## src/hdl/fllc_pkg.sv

```systemverilog
// Constants, register map and state codes for the loop configuration block
package fllc_pkg;
   // Register byte addresses
   localparam logic [15:0] FLLC_A_CTRL1 = 16'h1c00;
   localparam logic [15:0] FLLC_A_CTRL2 = 16'h1c04;
   localparam logic [15:0] FLLC_A_CTRL3 = 16'h1c08;
   localparam logic [15:0] FLLC_A_CTRL4 = 16'h1c0c;
   localparam logic [15:0] FLLC_A_GAIN  = 16'h1c10;
   localparam logic [15:0] FLLC_A_STAT  = 16'h1c14;
   // Control 1 bits
   localparam int          FLLC_B_EN     = 0;
   localparam int          FLLC_B_HOLD   = 1;
   localparam int          FLLC_B_COMMIT = 2;
   localparam logic [1:0]  FLLC_RST_C1   = 2'h2;
   // Control 2 fields
   localparam int          FLLC_B_LTHR  = 28;
   localparam int          FLLC_B_RDET  = 21;
   localparam int          FLLC_B_PDIV  = 16;
   localparam int          FLLC_B_SRC   = 12;
   localparam int          FLLC_B_N     = 0;
   // Control 4 fields
   localparam int          FLLC_B_FBDIV = 16;
   localparam int          FLLC_B_SYSX2 = 8;
   localparam int          FLLC_B_GDIV  = 0;
   // Reference source codes
   localparam logic [3:0]  FLLC_SRC_MCLK = 4'h0;
   localparam logic [3:0]  FLLC_SRC_PDM  = 4'h5;
   localparam logic [3:0]  FLLC_SRC_SP1  = 4'h8;
   localparam logic [3:0]  FLLC_SRC_SP2  = 4'h9;
   // Staged words: control 2, control 3, control 4, gain
   localparam int          FLLC_NSTG = 4;
   localparam logic [31:0] FLLC_MASK [FLLC_NSTG] =
      '{32'hf863f3ff, 32'hffffffff, 32'h01ff017f, 32'h0033ffff};
   localparam logic [31:0] FLLC_RST  [FLLC_NSTG] =
      '{32'h88200004, 32'h00000000, 32'h00010001, 32'h00300000};
   // Reference loss timeout
   localparam int          FLLC_CLK_NS     = 40;
   localparam int          FLLC_REF_TO_NS  = 10000;
   localparam int          FLLC_REF_TO_CYC = FLLC_REF_TO_NS / FLLC_CLK_NS;
   typedef enum logic [3:0] {
      FLLC_OFF   = 4'b0001,
      FLLC_TRACK = 4'b0010,
      FLLC_HOLD  = 4'b0100,
      FLLC_FREE  = 4'b1000
   } fllc_state_e;
endpackage

```

## src/hdl/fllc_top.sv

```systemverilog
// Loop configuration, reference path, staging and state control
//
// The register offsets and the APB interface to the registers were decided locally.
`timescale 1ns/10ps
`default_nettype none
module fllc_top
   import fllc_pkg::*;
(
   // Clock and reset
   input  wire logic        i_mclk,
   input  wire logic        i_rstn,
   // APB slave
   input  wire logic        i_psel,
   input  wire logic        i_penable,
   input  wire logic        i_pwrite,
   input  wire logic [15:0] i_paddr,
   input  wire logic [31:0] i_pwdata,
   output logic      [31:0] o_prdata,
   output logic             o_pready,
   output logic             o_pslverr,
   // Reference and loop clock levels
   input  wire logic        i_master_clock_input,
   input  wire logic        i_pdm_reference_clock,
   input  wire logic [1:0]  i_serial_port_bit_clock,
   input  wire logic        i_loop_clk,
   // Loop control outputs
   output logic             o_ref_divided,
   output logic             o_ref_lost,
   output logic             o_ref_lost_evt,
   output logic      [3:0]  o_loop_state,
   output logic             o_feedback_active,
   output logic      [18:0] o_fb_product,
   output logic      [15:0] o_frac_num,
   output logic      [15:0] o_frac_den,
   output logic      [31:0] o_gain_cfg,
   output logic             o_system_clock_double,
   output logic             o_gpio_clk
);
   logic [31:0] pend_q [FLLC_NSTG];
   logic [31:0] act_q  [FLLC_NSTG];
   logic [1:0]  c1_q;
   fllc_state_e state_q, state_d;
   logic        ref_q, loop_q;
   logic [2:0]  pdiv_cnt_q;
   logic [8:0]  idle_q;
   logic [6:0]  gcnt_q;

   function automatic int stg_index(input logic [15:0] a);
      unique case (a)
         FLLC_A_CTRL2: stg_index = 0;
         FLLC_A_CTRL3: stg_index = 1;
         FLLC_A_CTRL4: stg_index = 2;
         FLLC_A_GAIN:  stg_index = 3;
         default:      stg_index = -1;
      endcase
   endfunction

   // APB decode; one wait-free access phase after setup
   wire        setup   = i_psel & ~i_penable;
   wire        acc     = i_psel & i_penable & o_pready;
   wire        wr      = acc & i_pwrite;
   wire        hit_c1  = i_paddr == FLLC_A_CTRL1;
   wire        hit_st  = i_paddr == FLLC_A_STAT;
   wire        mapped  = hit_c1 | hit_st | (stg_index(i_paddr) >= 0);
   wire        en      = c1_q[FLLC_B_EN];
   wire        commit  = wr & hit_c1 & i_pwdata[FLLC_B_COMMIT];
   wire [31:0] stat_rd = {24'h0, o_ref_lost, o_feedback_active, 2'h0, o_loop_state};
   wire [31:0] c1_rd   = {30'h0, c1_q};
   wire [31:0] rd_mux  = hit_c1 ? c1_rd : hit_st ? stat_rd :
                         mapped ? pend_q[stg_index(i_paddr)] : 32'h0;

   always_ff @(posedge i_mclk or negedge i_rstn) begin
      if (!i_rstn) begin
         o_pready  <= 1'b0;
         o_pslverr <= 1'b0;
         o_prdata  <= 32'h0;
         c1_q      <= FLLC_RST_C1;
      end else begin
         o_pready  <= setup;
         o_pslverr <= setup & ~mapped;
         o_prdata  <= setup ? rd_mux : 32'h0;
         if (wr & hit_c1)
            c1_q <= i_pwdata[1:0];
      end
   end

   // Staging: pending words always follow writes, active words follow writes while disabled and commit while enabled
   genvar g;
   for (g = 0; g < FLLC_NSTG; g++) begin : g_stg
      wire whit = wr & (stg_index(i_paddr) == g);
      always_ff @(posedge i_mclk or negedge i_rstn) begin
         if (!i_rstn) begin
            pend_q[g] <= FLLC_RST[g];
            act_q[g]  <= FLLC_RST[g];
         end else begin
            if (whit)
               pend_q[g] <= i_pwdata & FLLC_MASK[g];
            if (whit & ~en)
               act_q[g] <= i_pwdata & FLLC_MASK[g];
            else if (commit & en)
               act_q[g] <= pend_q[g];
         end
      end
   end

   // Reference selection, reserved codes give no reference
   wire [3:0] src  = act_q[0][FLLC_B_SRC +: 4];
   wire [1:0] pdiv = act_q[0][FLLC_B_PDIV +: 2];
   wire       rdet = act_q[0][FLLC_B_RDET];
   wire       ref_sel = (src == FLLC_SRC_MCLK) ? i_master_clock_input :
                        (src == FLLC_SRC_PDM)  ? i_pdm_reference_clock :
                        (src == FLLC_SRC_SP1)  ? i_serial_port_bit_clock[0] :
                        (src == FLLC_SRC_SP2)  ? i_serial_port_bit_clock[1] : 1'b0;
   wire       ref_edge = ref_sel & ~ref_q;
   wire       div_d = (pdiv == 2'h0) ? ref_sel : pdiv_cnt_q[pdiv - 2'h1];
   // Detection watches raw edges, so the predivider cannot stretch the timeout
   wire       idle_max = idle_q == 9'(FLLC_REF_TO_CYC);
   // A returning edge wins over a saturated idle count, else the flag sticks
   wire       lost_d = rdet & en & ~ref_edge & (idle_max | o_ref_lost);

   always_ff @(posedge i_mclk or negedge i_rstn) begin
      if (!i_rstn) begin
         ref_q          <= 1'b0;
         pdiv_cnt_q     <= 3'h0;
         o_ref_divided  <= 1'b0;
         idle_q         <= 9'h0;
         o_ref_lost     <= 1'b0;
         o_ref_lost_evt <= 1'b0;
      end else begin
         ref_q          <= ref_sel;
         pdiv_cnt_q     <= pdiv_cnt_q + 3'(ref_edge);
         o_ref_divided  <= div_d;
         idle_q         <= ref_edge ? 9'h0 : idle_max ? idle_q : idle_q + 9'h1;
         o_ref_lost     <= lost_d;
         o_ref_lost_evt <= lost_d & ~o_ref_lost;
      end
   end

   // Loop state: lost reference free-runs regardless of hold
   always_comb begin
      if (!en)
         state_d = FLLC_OFF;
      else if (o_ref_lost)
         state_d = FLLC_FREE;
      else if (c1_q[FLLC_B_HOLD])
         state_d = FLLC_HOLD;
      else
         state_d = FLLC_TRACK;
   end

   // GPIO divider on the loop clock
   wire [6:0] gdiv   = act_q[2][FLLC_B_GDIV +: 7];
   wire       gedge  = i_loop_clk & ~loop_q;
   wire       gwrap  = gcnt_q >= gdiv - 7'h1;
   wire [6:0] ghalf  = 7'((8'(gdiv) + 8'h1) >> 1);
   wire       gpio_d = (gdiv <= 7'h1) ? i_loop_clk : (gcnt_q < ghalf);
   wire [18:0] prod  = 19'(act_q[0][FLLC_B_N +: 10] * act_q[2][FLLC_B_FBDIV +: 9]);

   always_ff @(posedge i_mclk or negedge i_rstn) begin
      if (!i_rstn) begin
         state_q           <= FLLC_OFF;
         o_feedback_active <= 1'b0;
         loop_q            <= 1'b0;
         gcnt_q            <= 7'h0;
         o_gpio_clk        <= 1'b0;
         o_fb_product      <= 19'h0;
         o_frac_num        <= 16'h0;
         o_frac_den        <= 16'h0;
         o_gain_cfg        <= 32'h0;
         o_system_clock_double   <= 1'b0;
      end else begin
         state_q           <= state_d;
         o_feedback_active <= state_d == FLLC_TRACK;
         loop_q            <= i_loop_clk;
         if (gedge)
            gcnt_q <= gwrap ? 7'h0 : gcnt_q + 7'h1;
         o_gpio_clk        <= gpio_d;
         o_fb_product      <= prod;
         o_frac_num        <= act_q[1][15:0];
         o_frac_den        <= act_q[1][31:16];
         o_gain_cfg        <= act_q[3];
         o_system_clock_double   <= act_q[2][FLLC_B_SYSX2];
      end
   end
   assign o_loop_state = state_q;

   // Checks
   wire c2_wr = wr & (i_paddr == FLLC_A_CTRL2);
   a_ref_mclk_path: assert property (@(posedge i_mclk) disable iff (!i_rstn)
      (src == FLLC_SRC_MCLK && pdiv == 2'h0) |=> o_ref_divided == $past(i_master_clock_input))
      else $error("master reference not routed");
   a_prediv_edge: assert property (@(posedge i_mclk) disable iff (!i_rstn)
      ($rose(o_ref_divided) && $past(pdiv) != 2'h0 && $stable(pdiv) && $past(pdiv, 2) == $past(pdiv))
      |-> $past(ref_edge, 2))
      else $error("divided reference rose without reference edge");
   a_lost_event: assert property (@(posedge i_mclk) disable iff (!i_rstn)
      (rdet && en && idle_max && !o_ref_lost && !ref_edge) |=> o_ref_lost && o_ref_lost_evt ##1 !o_ref_lost_evt)
      else $error("reference loss event wrong");
   a_system_clock_rate: assert property (@(posedge i_mclk) disable iff (!i_rstn)
      $changed(act_q[2][FLLC_B_SYSX2]) |=> o_system_clock_double == $past(act_q[2][FLLC_B_SYSX2]))
      else $error("system clock rate not applied");
   a_gpio_unity: assert property (@(posedge i_mclk) disable iff (!i_rstn)
      (gdiv == 7'h1) |=> o_gpio_clk == $past(i_loop_clk))
      else $error("unity gpio ratio not passed through");
   a_ratio_product: assert property (@(posedge i_mclk) disable iff (!i_rstn)
      (commit && en) |=> ##1 o_fb_product == 19'($past(pend_q[0][9:0], 2) * $past(pend_q[2][24:16], 2)))
      else $error("feedback product wrong after commit");
   a_frac_fields: assert property (@(posedge i_mclk) disable iff (!i_rstn)
      (wr && !en && i_paddr == FLLC_A_CTRL3) |=> ##1 {o_frac_den, o_frac_num} == $past(i_pwdata, 2))
      else $error("fraction fields not applied");
   a_stage_hold: assert property (@(posedge i_mclk) disable iff (!i_rstn)
      (c2_wr && en) |=> act_q[0] == $past(act_q[0]))
      else $error("enabled write applied without commit");
   a_direct_write: assert property (@(posedge i_mclk) disable iff (!i_rstn)
      (c2_wr && !en) |=> act_q[0] == pend_q[0])
      else $error("disabled write not applied");
   a_hold_feedback: assert property (@(posedge i_mclk) disable iff (!i_rstn)
      o_feedback_active == (o_loop_state == FLLC_TRACK))
      else $error("feedback active outside tracking");
   a_lost_freerun: assert property (@(posedge i_mclk) disable iff (!i_rstn)
      (en && o_ref_lost && !(wr && hit_c1)) |=> o_loop_state == FLLC_FREE)
      else $error("no free-run on lost reference");
   a_commit_zero: assert property (@(posedge i_mclk) disable iff (!i_rstn)
      (acc && !i_pwrite && hit_c1) |-> !o_prdata[FLLC_B_COMMIT])
      else $error("commit bit read back nonzero");
   c_commit: cover property (@(posedge i_mclk) disable iff (!i_rstn) commit && en);
   c_freerun: cover property (@(posedge i_mclk) disable iff (!i_rstn) o_loop_state == FLLC_FREE);
   c_relock: cover property (@(posedge i_mclk) disable iff (!i_rstn)
      o_loop_state == FLLC_FREE ##1 o_loop_state == FLLC_TRACK);
endmodule // fllc_top
`default_nettype wire

```

## config.mk

```make
export PLATFORM = sky130hd
export DESIGN_NAME = fllc_top
export DESIGN_NICKNAME = d
export VERILOG_FILES = /design/src/hdl/fllc_pkg.sv /design/src/hdl/fllc_top.sv
export SDC_FILE = /design/constraint.sdc
export NUM_CORES = 1
export LEC_CHECK = 0
export BUFFER_PORTS_ARGS = -buffer_cell sky130_fd_sc_hd__buf_2
export CAP_MARGIN = 0
export CORE_ASPECT_RATIO = 0.9
export CORE_MARGIN = 5
export CORE_UTILIZATION = 45
export CTS_CLUSTER_DIAMETER = 30
export DETAILED_ROUTE_END_ITERATION = 8
export GPL_TIMING_DRIVEN = 1
export PLACE_DENSITY_LB_ADDON = 0.12
export RECOVER_POWER = 100
export SLEW_MARGIN = 20
export SYNTH_ARGS = -nofsm -noshare
export SYNTH_HDL_FRONTEND = slang
export SYNTH_SLANG_ARGS = --single-unit
export TNS_END_PERCENT = 10
```

## constraint.sdc

```tcl
create_clock -name i_mclk -period 8.6 [get_ports i_mclk]
set_input_delay 1.29 -clock i_mclk [delete_from_list [all_inputs] [get_ports i_mclk]]
set_output_delay 1.29 -clock i_mclk [all_outputs]
set_load 0.1 [all_outputs]
```

==> impl_results.md, run 1 <==
* CP bufs+invs at 3
* Post-layout net count at 1,788
* Die Ht at 187 um
* Crit-path leading delay family: buffers and inverters
* Synth top area share at 47.9%
* Max stage delay on crit path at 1440 ps
* Post-synth cell types at 59
* Syn Std Cell Area at 0.0157 mm^2
* Total core area at 0.0342 mm^2
* Non-filler cells, final at 2,123
* Largest net degree at the start of global routing at 136
* Worst vdd ir at 0.143 mV
* Via count at 11,237
* Initial Utilization at 45.8%
* Die Span X at 207 um
* Pwr dens at 220 mW/mm^2
* WP data arrival at 6050 ps
* Setup TNS at 0 ps
* DRT antenna net count at 0
* Setup crit end kind: flop
* Commonest register cell after synthesis: dfrtp_1
* Multi-input logic area at 0.00696 mm^2
* # fillers at 3,124
* Worst setup SP type: input port
* Worst endpoint required time at 8940 ps
* Final WL at 40,500 um
* Largest cells by area after synthesis: dfrtp_1 (48%), fa_1 (7.3%), mux2_2 (6.9%), nand2_1 (5.2%), ha_1 (4.9%)
* R2R Setup Slk at 3430 ps
* CP max stage cell: clkbuf_1
* Max-Cap Viols at 10
* Dominant cell type by area after synthesis: dfrtp_1
* Ports at 185
* Gpl congestion at 0.824
* Flops & latches, synth at 316
* Worst-path cell chain: buf_2 -> nor4_1 -> and4_1 -> and3_1 -> clkbuf_1 -> nand3_1 -> clkbuf_1 -> a21oi_1 -> a21oi_1
* Worst Tran Pin Value at 3830 ps
* Final hold viol count at 0
* Total CTS buffers at 60
* Number of synthesized flops with an enable pin at 0
* Vias/cell at 5.29
* Pleak at 9.15 nW
* Clock-pin slew on the worst setup and hold paths at 50 ps
* PortBufs at 172
* CTS root buf: clkbuf_16
* Share of layout cells above drive strength 1 at 16.4%
* Vias in the first global route at 11,786
* CTS Hold Bufs at 0
* Power, Total at 4.10 mW
* GRT Util Overall at 21.3%
* Max clock buf depth at 3
* Placed Cells at 2,012
* Failing checks: capacitance limit, slew limit
* Drt pass-1 iters at 5
* Status: finished with violations
* RSZ-0062 raised after global routing: false
* DRT iter0 DRCs at 494
* Max-slew headroom at -155%
* Mapped Cells at 1,453
* # rows at 64
* Seq/Total Area, Yosys at 50.6%
* Post-CTS Setup Inserts at 0
* Die area at 0.0386 mm^2
* Antenna violations before repair at 1
* Drc violations at 0
* First-pass GRT wire length at 66,000 um
* Area Overhead vs Synth at 19.3%
* Fmax at 175 MHz
* Crit share post-route at 66.4%
* Critical Path Fanout Max at 50
* Final-report setup violation count at 0
* Synthesized area per cell at 10.8 um^2
* Total number of yosys warnings at 0
* Final min period at 5710 ps
* DP HPWL at 26,800 um
* Overflow after GRT at 0
* Worst-Skew Late Latency at 590 ps
* CTS sink cnt at 316
* Crit Path Category: input port to flop
* Hold/Removal Path Class: flop to flop
* Clock Skew at 27.7 ps
* H-tree depth at 2
* DR WL/cell at 19.1 um
* Cts repair resizes at 0
* Register area at 0.00793 mm^2
* Fin. max-slew vios at 444
* FFs w/ async S/R, synth at 100%
* TritonCTS clock tree: done
==> kinds of logic (layout without fill, tap and decap cells) <==
| family | after synthesis | in the layout | synth area share, % |
|---|---|---|---|
| buffers and inverters | 185 | 381 | 5.30 |
| adders and majority gates | 118 | 118 | 12.2 |
| and+or+nand+nor | 483 | 483 | 13.8 |
| xor gates and xnor gates | 30 | 30 | 1.68 |
| other | 1 | 13 | 0.0239 |
| AOI/OAI and AO/OA | 221 | 221 | 9.37 |
| muxes | 99 | 99 | 7.09 |
| DFF | 316 | 316 | 50.6 |
==> state kept, by name, indices dropped and copies added (netlist names), 7 cells and up <==
signal and flops:
gcnt_q 7, o_fb_product 19, act_q 86, idle_q 9
o_frac_den 16, o_frac_num 16, pend_q 92, o_gain_cfg 20
o_prdata 32
==> power breakdown <==
group | switching [mW] | internal (mW)
Sequential | 0.0268 | 1.51
Clock | 0.783 | 1.62
Combinational | 0.110 | 0.0468
Total | 0.920 | 3.18
==> synthesized netlist by cell type (25+ instances only) <==
master	number
nand3_1	25
dfrtp_1	300
a22oi_1	42
clkbuf_1	50
and2_1	63
mux2_2	96
a31oi_1	76
ha_1	61
a21oi_1	31
fa_1	57
nor2_1	125
nand2_1	215
inv_1	89
==> worst reg2reg max path, stage by stage, from the launching register on <==
cell and delay (ps):
dfstp_1 720, nand2_1 140, fa_1 500, inv_1 50
fa_1 470, ha_1 290, inv_1 50, fa_1 540
inv_1 70, ha_1 310, a211oi_1 330, o21ai_0 200
a2111oi_0 920, o41ai_1 180, a21oi_1 210, xnor2_1 130
==> worst paths after layout <==
path                            start                to  cells past startpoint
max reg2reg                 act_q[48]  o_fb_product[17]                     15
min reg2reg                 act_q[65]     o_frac_num[1]                      0
min in group asynchronous      i_rstn     o_frac_den[9]                      1
max in group asynchronous      i_rstn     o_frac_num[6]                      2
max                        i_paddr[1]         act_q[66]                      9
min                         act_q[65]     o_frac_num[1]                      0
==> stage by stage <==
stage	setup WS [ps]	area, um^2	utilization, %	hold slack [ps]
after floorplan	4000	15700	-	353
after global placement	3790	16800	49.0	361
after detailed placement	3720	16800	49.0	360
after CTS	3690	18900	55.2	372
after global routing	2540	18700	54.6	383
final	2890	18700	54.7	369
==> layer usage <==
layer  up-vias  GRT usage [%]  part of all wire, %
met5         -              0                0.017
met4         2           5.48                  2.0
met3        64           4.14                  5.1
met2       283           34.2                   47
met1      5655           30.0                   45
li1       5233              -                    -
==> final cells by class <==
type / instances / share of cell area (%)
Clock buffer: 78 / 9.05
Timing Repair Buffer: 182 / 4.08
Antenna cell: 1 / 0.0134
Tap cell: 462 / 3.09
Multi-Input combinational cell: 963 / 37.2
Sequential cell: 316 / 42.4
Clock inverter: 32 / 2.32
Inverter: 89 / 1.79
==> placed cells by master (no fill, tap or decap), types with 4 or more instances in the layout <==
cell type,instances
a211oi_1,8
a21o_1,10
a21oi_1,31
a222oi_1,6
a22o_1,5
a22oi_1,42
a31oi_1,76
and2_0,4
and2_1,59
and3_1,12
buf_2,54
bufinv_16,8
clkbuf_1,133
clkbuf_16,61
clkbuf_8,10
clkinv_2,9
clkinv_4,5
clkinvlp_4,4
conb_1,12
dfrtp_1,300
dfstp_2,13
fa_1,57
ha_1,61
inv_1,89
inv_6,5
mux2_2,96
nand2_1,214
nand2b_1,5
nand3_1,25
nor2_1,125
nor2b_1,6
nor3_1,11
o21a_1,4
o21ai_0,21
xnor2_1,17
xor2_1,13
Power figures use the tool's default switching activity.
==> run 2: changes to the inputs <==
==> constraint.sdc (replaced) <==
create_clock -name i_mclk -period 5.3 [get_ports i_mclk]
set_input_delay 0.795 -clock i_mclk [delete_from_list [all_inputs] [get_ports i_mclk]]
set_output_delay 0.795 -clock i_mclk [all_outputs]
set_load 0.1 [all_outputs]
==> run 2 against run 1 <==
  * The flow still finishes with violations (capacitance limit, slew limit)
  * Routed wire length grew 0.76%
  * Combinational power grew 61%
  * Clock skew shrank 2.9 ps
  * Critical path depth grew 5
  * Register-to-register slack lost 3200 ps
  * Core utilization grew 0.94 points
  * Sequential cell count is the same
  * Hold slack is essentially flat
  * Sequential share of layout area shrank 0.71 points
  * Setup slack lost 2600 ps
  * Final cell count grew 0.85%
==> impl_results.md, run 2 (synthesis gave the netlist of run 1 again) <==
* Overflow after GRT at 0
* Design internal power at 5.43 mW
* Hold Crit Depth at 0
* WP data arrival at 5520 ps
* DR WL/cell at 19.1 um
* Post-CTS Setup Inserts at 0
* Worst R2R End: o_fb_product[17]
* Clock Skew at 24.9 ps
* Hold path endpoint: o_frac_num[10]
* Initial Utilization at 45.8%
* First-pass GRT wire length at 65,600 um
* Total core area at 0.0342 mm^2
* CTS root buf: clkbuf_16
* Max-Cap Viols at 6
* Failing checks: capacitance limit, slew limit
* Max FFs per register at 92
* Clock Power Share at 61.2%
* Biggest regs: pend_q x92, act_q x86, o_prdata x32
* Design Area, Final at 0.0190 mm^2
* Pwr dens at 373 mW/mm^2
* Share of layout cells above drive strength 1 at 17.6%
* R2R Setup Slk at 260 ps
* PortBufs at 172
* Hold/Removal Path Class: flop to flop
* Ports at 185
* H-tree depth at 3
* Die Span X at 207 um
* CP max stage cell: a2111oi_1
* Commonest non-fill, non-tap cell in the layout: dfrtp_1
* Area Overhead vs Synth at 21.4%
* Critical R2R Launch: act_q[98]
* Fmax at 198 MHz
* Post-layout net count at 1,801
* Worst-path cell chain: and2_0 -> fa_1 -> fa_1 -> fa_1 -> inv_1 -> fa_1 -> inv_1 -> ha_1 -> o21ai_0 -> nor2_1 -> a2111oi_1 -> o41ai_1 -> a21oi_1 -> xnor2_1
* CTS sink cnt at 316
* GRT Util Overall at 21.4%
* Setup crit end kind: flop
* Most frequent CP cell: fa_1
* Crit share post-route at 95.2%
* Max-slew headroom at -121%
* Final min period at 5040 ps
* Power, Total at 7.09 mW
* Max clock buf depth at 3
* Clock-pin slew on the worst setup and hold paths at 50 ps
* Worst vdd ir at 0.223 mV
* Die Ht at 187 um
* Max stage delay on crit path at 700 ps
* # rows at 64
* Final hold viol count at 0
* Sw frac at 23.4%
* Worst endpoint required time at 5770 ps
* Drt pass-1 iters at 5
* Vias in the first global route at 11,717
* Final hold slack at 370 ps
* Worst setup SP type: flop
* Flop pwr share at 35.3%
* Setup TNS at 0 ps
* Critical Path Fanout Max at 10
* CP bufs+invs at 2
* Cts repair resizes at 0
* Final WL at 40,800 um
* Comb pwr share at 3.6%
* DP HPWL at 27,000 um
* Fin. max-slew vios at 383
* DRT iter0 DRCs at 645
* Worst-Skew Late Latency at 570 ps
* DRT antenna net count at 0
* Total CTS buffers at 69
* Commonest cells after routing, fill and taps aside: dfrtp_1 (300), nand2_1 (214), clkbuf_1 (130)
* Drc violations at 0
* Pleak at 9.29 nW
* Status: finished with violations
* Final-report setup violation count at 0
* Via count at 11,241
* Worst Tran Pin Value at 3300 ps
* Largest net degree at the start of global routing at 116
* Area after DPL at 0.0168 mm^2
* Hold_sp: act_q[74]
* CTS Hold Bufs at 0
* TritonCTS clock tree: done
* Antenna violations before repair at 1
* Gpl congestion at 0.830
* Vias/cell at 5.25
* Reg2Reg Depth at 14
* RSZ-0062 raised after global routing: false
* Die area at 0.0386 mm^2
* Psw at 1.66 mW
* Largest Register: pend_q
* Crit Path Category: flop to flop
* Crit-path leading delay family: adder cells
## run 2: cell count changes in the layout (fill, tap and decap cells not counted), moves of 3 or more
cell | previous run | this run
clkbuf_8 | 10 | 6
buf_4 | 0 | 6
inv_6 | 5 | 2
clkbuf_1 | 133 | 130
clkinvlp_4 | 4 | 9
clkbuf_16 | 61 | 69
## run 2: worst max-delay path by stage
stage | startpoint | endpoint | slack [ps] | cells after the start
CTS | act_q[98] | o_fb_product[17] | 350 | 14
global placement | act_q[98] | o_fb_product[17] | 500 | 14
global route | act_q[98] | o_fb_product[17] | 140 | 14
floorplan | act_q[98] | o_fb_product[17] | 700 | 15
finish | act_q[98] | o_fb_product[17] | 260 | 14
detailed placement | act_q[98] | o_fb_product[17] | 360 | 14
## run 2: per-layer routing
metal | global-route usage, % | wire length (um)
met3 | 4.20 | 2190
met4 | 7.34 | 1150
met5 | 0 | 11
met2 | 33.2 | 18800
met1 | 30.3 | 18600
## run 2: worst register-to-register path: stages, from the launching register on
cell and delay [ps]:
dfstp_2 650, and2_0 200, fa_1 450, fa_1 510, fa_1 540, inv_1 50, fa_1 530, inv_1 40
ha_1 330, o21ai_0 280, nor2_1 120, a2111oi_1 700, o41ai_1 190, a21oi_1 220, xnor2_1 140
## run 2: cell type report
class	instances	area, um^2
multi-input cells	963	6950
clock buffers	83	1840
diodes	1	2.50
well taps	462	578
inverters	89	334
repair buffers	186	811
fillers	3078	15200
flip-flops and latches	316	7930
clock inverters	41	564
## run 2: power by group through the flow
stage	clock network (mW)	registers, mW	logic [mW]
floorplan	0	2.54	0.139
global placement	0	2.54	0.256
detailed placement	0	2.54	0.261
CTS	4.42	2.50	0.261
global route	4.54	2.51	0.287
finish	4.34	2.50	0.253
## run 2: per-stage QoR
step / utilization [%] / worst slack (ps) / std cells
global placement: 49.1 / 495 / 2016
floorplan: - / 701 / 1464
detailed placement: 49.1 / 363 / 2016
global route: 55.6 / 140 / 2140
CTS: 56.2 / 349 / 2140
finish: 55.6 / 256 / 2141
==> run 3: changes to the inputs <==
--- a/config.mk
+++ b/config.mk
@@ -15,6 +15,7 @@
 export GPL_TIMING_DRIVEN = 1
 export PLACE_DENSITY_LB_ADDON = 0.12
 export RECOVER_POWER = 100
+export REMOVE_ABC_BUFFERS = 1
 export SLEW_MARGIN = 20
 export SYNTH_ARGS = -nofsm -noshare
 export SYNTH_HDL_FRONTEND = slang
==> run 3 against run 2 <==
  * The run still ends with capacitance limit, slew limit left
  * Sequential power barely moved
  * Via count hardly changed
  * Setup slack gained 150 ps
  * Fmax grew 3.0%
  * Clock skew fell by 8.7 ps
  * Critical path type unchanged
==> impl_results.md, run 3 (synthesis gave the netlist of run 1 again) <==
* Crit Path Category: flop to flop
* Gpl congestion at 0.879
* Vias/cell at 5.24
* Pleak at 9.31 nW
* Clock-pin slew on the worst setup and hold paths at 50 ps
* First-pass GRT wire length at 65,000 um
* Commonest non-fill, non-tap cell in the layout: dfrtp_1
* Final WL at 40,300 um
* Largest Register: pend_q
* PortBufs at 172
* Share of layout cells above drive strength 1 at 17.2%
* Final min period at 4900 ps
* Hold_sp: act_q[64]
* CTS root buf: clkbuf_16
* Max clock buf depth at 3
* Flop pwr share at 35.3%
* DRT iter0 DRCs at 633
* Commonest cells after routing, fill and taps aside: dfrtp_1 (300), nand2_1 (215), clkbuf_1 (139)
* Failing checks: capacitance limit, slew limit
* TritonCTS clock tree: done
* Power, Total at 7.08 mW
* R2R Setup Slk at 400 ps
* Pwr dens at 373 mW/mm^2
* Fin. max-slew vios at 369
* DP HPWL at 26,000 um
* Critical R2R Launch: act_q[98]
* GRT Util Overall at 21.2%
* Max FFs per register at 92
* Post-CTS Setup Inserts at 0
* Critical Path Fanout Max at 10
* Clock Power Share at 61.1%
* Setup crit end kind: flop
* RSZ-0062 raised after global routing: false
* Biggest regs: pend_q x92, act_q x86, o_prdata x32
* Max-slew headroom at -114%
* Most frequent CP cell: fa_1
* Drc violations at 0
* Post-layout net count at 1,804
* Worst Tran Pin Value at 3210 ps
* WP data arrival at 5380 ps
* Drt pass-1 iters at 5
* Initial Utilization at 45.8%
* Hold/Removal Path Class: flop to flop
* Worst setup SP type: flop
* Total core area at 0.0342 mm^2
* Worst endpoint required time at 5780 ps
* Die area at 0.0386 mm^2
* H-tree depth at 3
* Comb pwr share at 3.6%
* Die Span X at 207 um
* Worst vdd ir at 0.245 mV
* Die Ht at 187 um
* Worst-path cell chain: and2_1 -> fa_1 -> fa_1 -> fa_1 -> inv_1 -> fa_1 -> inv_1 -> ha_1 -> o21ai_0 -> nor2_1 -> a2111oi_1 -> o41ai_1 -> a21oi_1 -> xnor2_1
* Cts repair resizes at 0
* CP Launch Point: act_q[98]
* CTS Hold Bufs at 1
* Antenna violations before repair at 2
* Setup TNS at 0 ps
* Worst-Skew Late Latency at 570 ps
* CTS sink cnt at 316
* Area Overhead vs Synth at 21.4%
* Final hold viol count at 0
* Max stage delay on crit path at 660 ps
* Crit share post-route at 92.4%
* Fmax at 204 MHz
* CP max stage cell: dfstp_2
* Psw at 1.58 mW
* Largest net degree at the start of global routing at 183
* DRT antenna net count at 0
* # rows at 64
* DR WL/cell at 18.8 um
* Vias in the first global route at 11,657
* Design internal power at 5.50 mW
* Clock Skew at 16.2 ps
* Ports at 185
* Total CTS buffers at 68
* Overflow after GRT at 0
* Max-Cap Viols at 8
* Via count at 11,235
* Sw frac at 22.4%
* ANT cells at 0
* Final-report setup violation count at 0
* Status: finished with violations
[run 3: changes by cell type in the layout (fill, tap and decap cells not counted), moves of 2 or more]
cell,before,now
clkinv_2,9,7
buf_4,6,8
clkinvlp_4,9,4
clkbuf_1,130,139
clkbuf_8,6,12
clkinv_4,7,1
inv_6,2,4
[run 3: power by group through the flow]
stage	sequential, mW	clock, mW	combinational, mW
5_1_grt	2.51	4.54	0.290
6_report	2.50	4.33	0.252
2_1_floorplan	2.54	0	0.127
3_3_place_gp	2.54	0	0.253
3_5_place_dp	2.54	0	0.258
4_1_cts	2.50	4.40	0.260
[run 3: final cells by class]
type	count	area [um^2]
Clock buffer	96	1950
Multi-Input combinational cell	963	6950
Sequential cell	316	7930
Fill cell	3095	15200
Timing Repair Buffer	190	843
Tap cell	462	578
Inverter	89	334
Clock inverter	28	435
[run 3: metal layers]
layer / vias up / track usage, % / routed length [um]
li1: 5260 / - / -
met1: 5588 / 30.4 / 18700
met2: 310 / 31.6 / 18000
met3: 73 / 5.86 / 2750
met4: 4 / 5.91 / 843
met5: - / 0 / 19
[run 3: per-stage QoR]
| step | std cells | cell area, um^2 | util, % | hold slack, ps | worst slack [ps] |
|---|---|---|---|---|---|
| 3_3_place_gp | 2018 | 16800 | 49.2 | 360 | 496 |
| 6_report | 2144 | 19000 | 55.6 | 366 | 402 |
| 2_1_floorplan | 1368 | 15200 | - | 353 | 875 |
| 4_1_cts | 2143 | 19200 | 56.2 | 367 | 418 |
| 5_1_grt | 2144 | 19000 | 55.6 | 372 | 11.8 |
| 3_5_place_dp | 2018 | 16800 | 49.2 | 360 | 444 |
[run 3: worst max-delay path: cells and delay by family, from the launching register on]
| kind | cells | cell delay, ps |
|---|---|---|
| buffers and inverters | 2 | 100 |
| DFF | 1 | 660 |
| xor gates and xnor gates | 1 | 130 |
| AOI/OAI and AO/OA | 4 | 1260 |
| adders and majority gates | 5 | 2390 |
| and+or+nand+nor | 2 | 290 |
[run 3: path summary, 6_finish.rpt]
kind,to,cells past startpoint
max in group asynchronous,o_prdata[10],3
worst max register to register,o_fb_product[17],14
worst max-delay path,o_fb_product[17],14
min in group asynchronous,act_q[5],2
worst min register to register,o_frac_num[0],0
worst min-delay path,o_frac_num[0],0
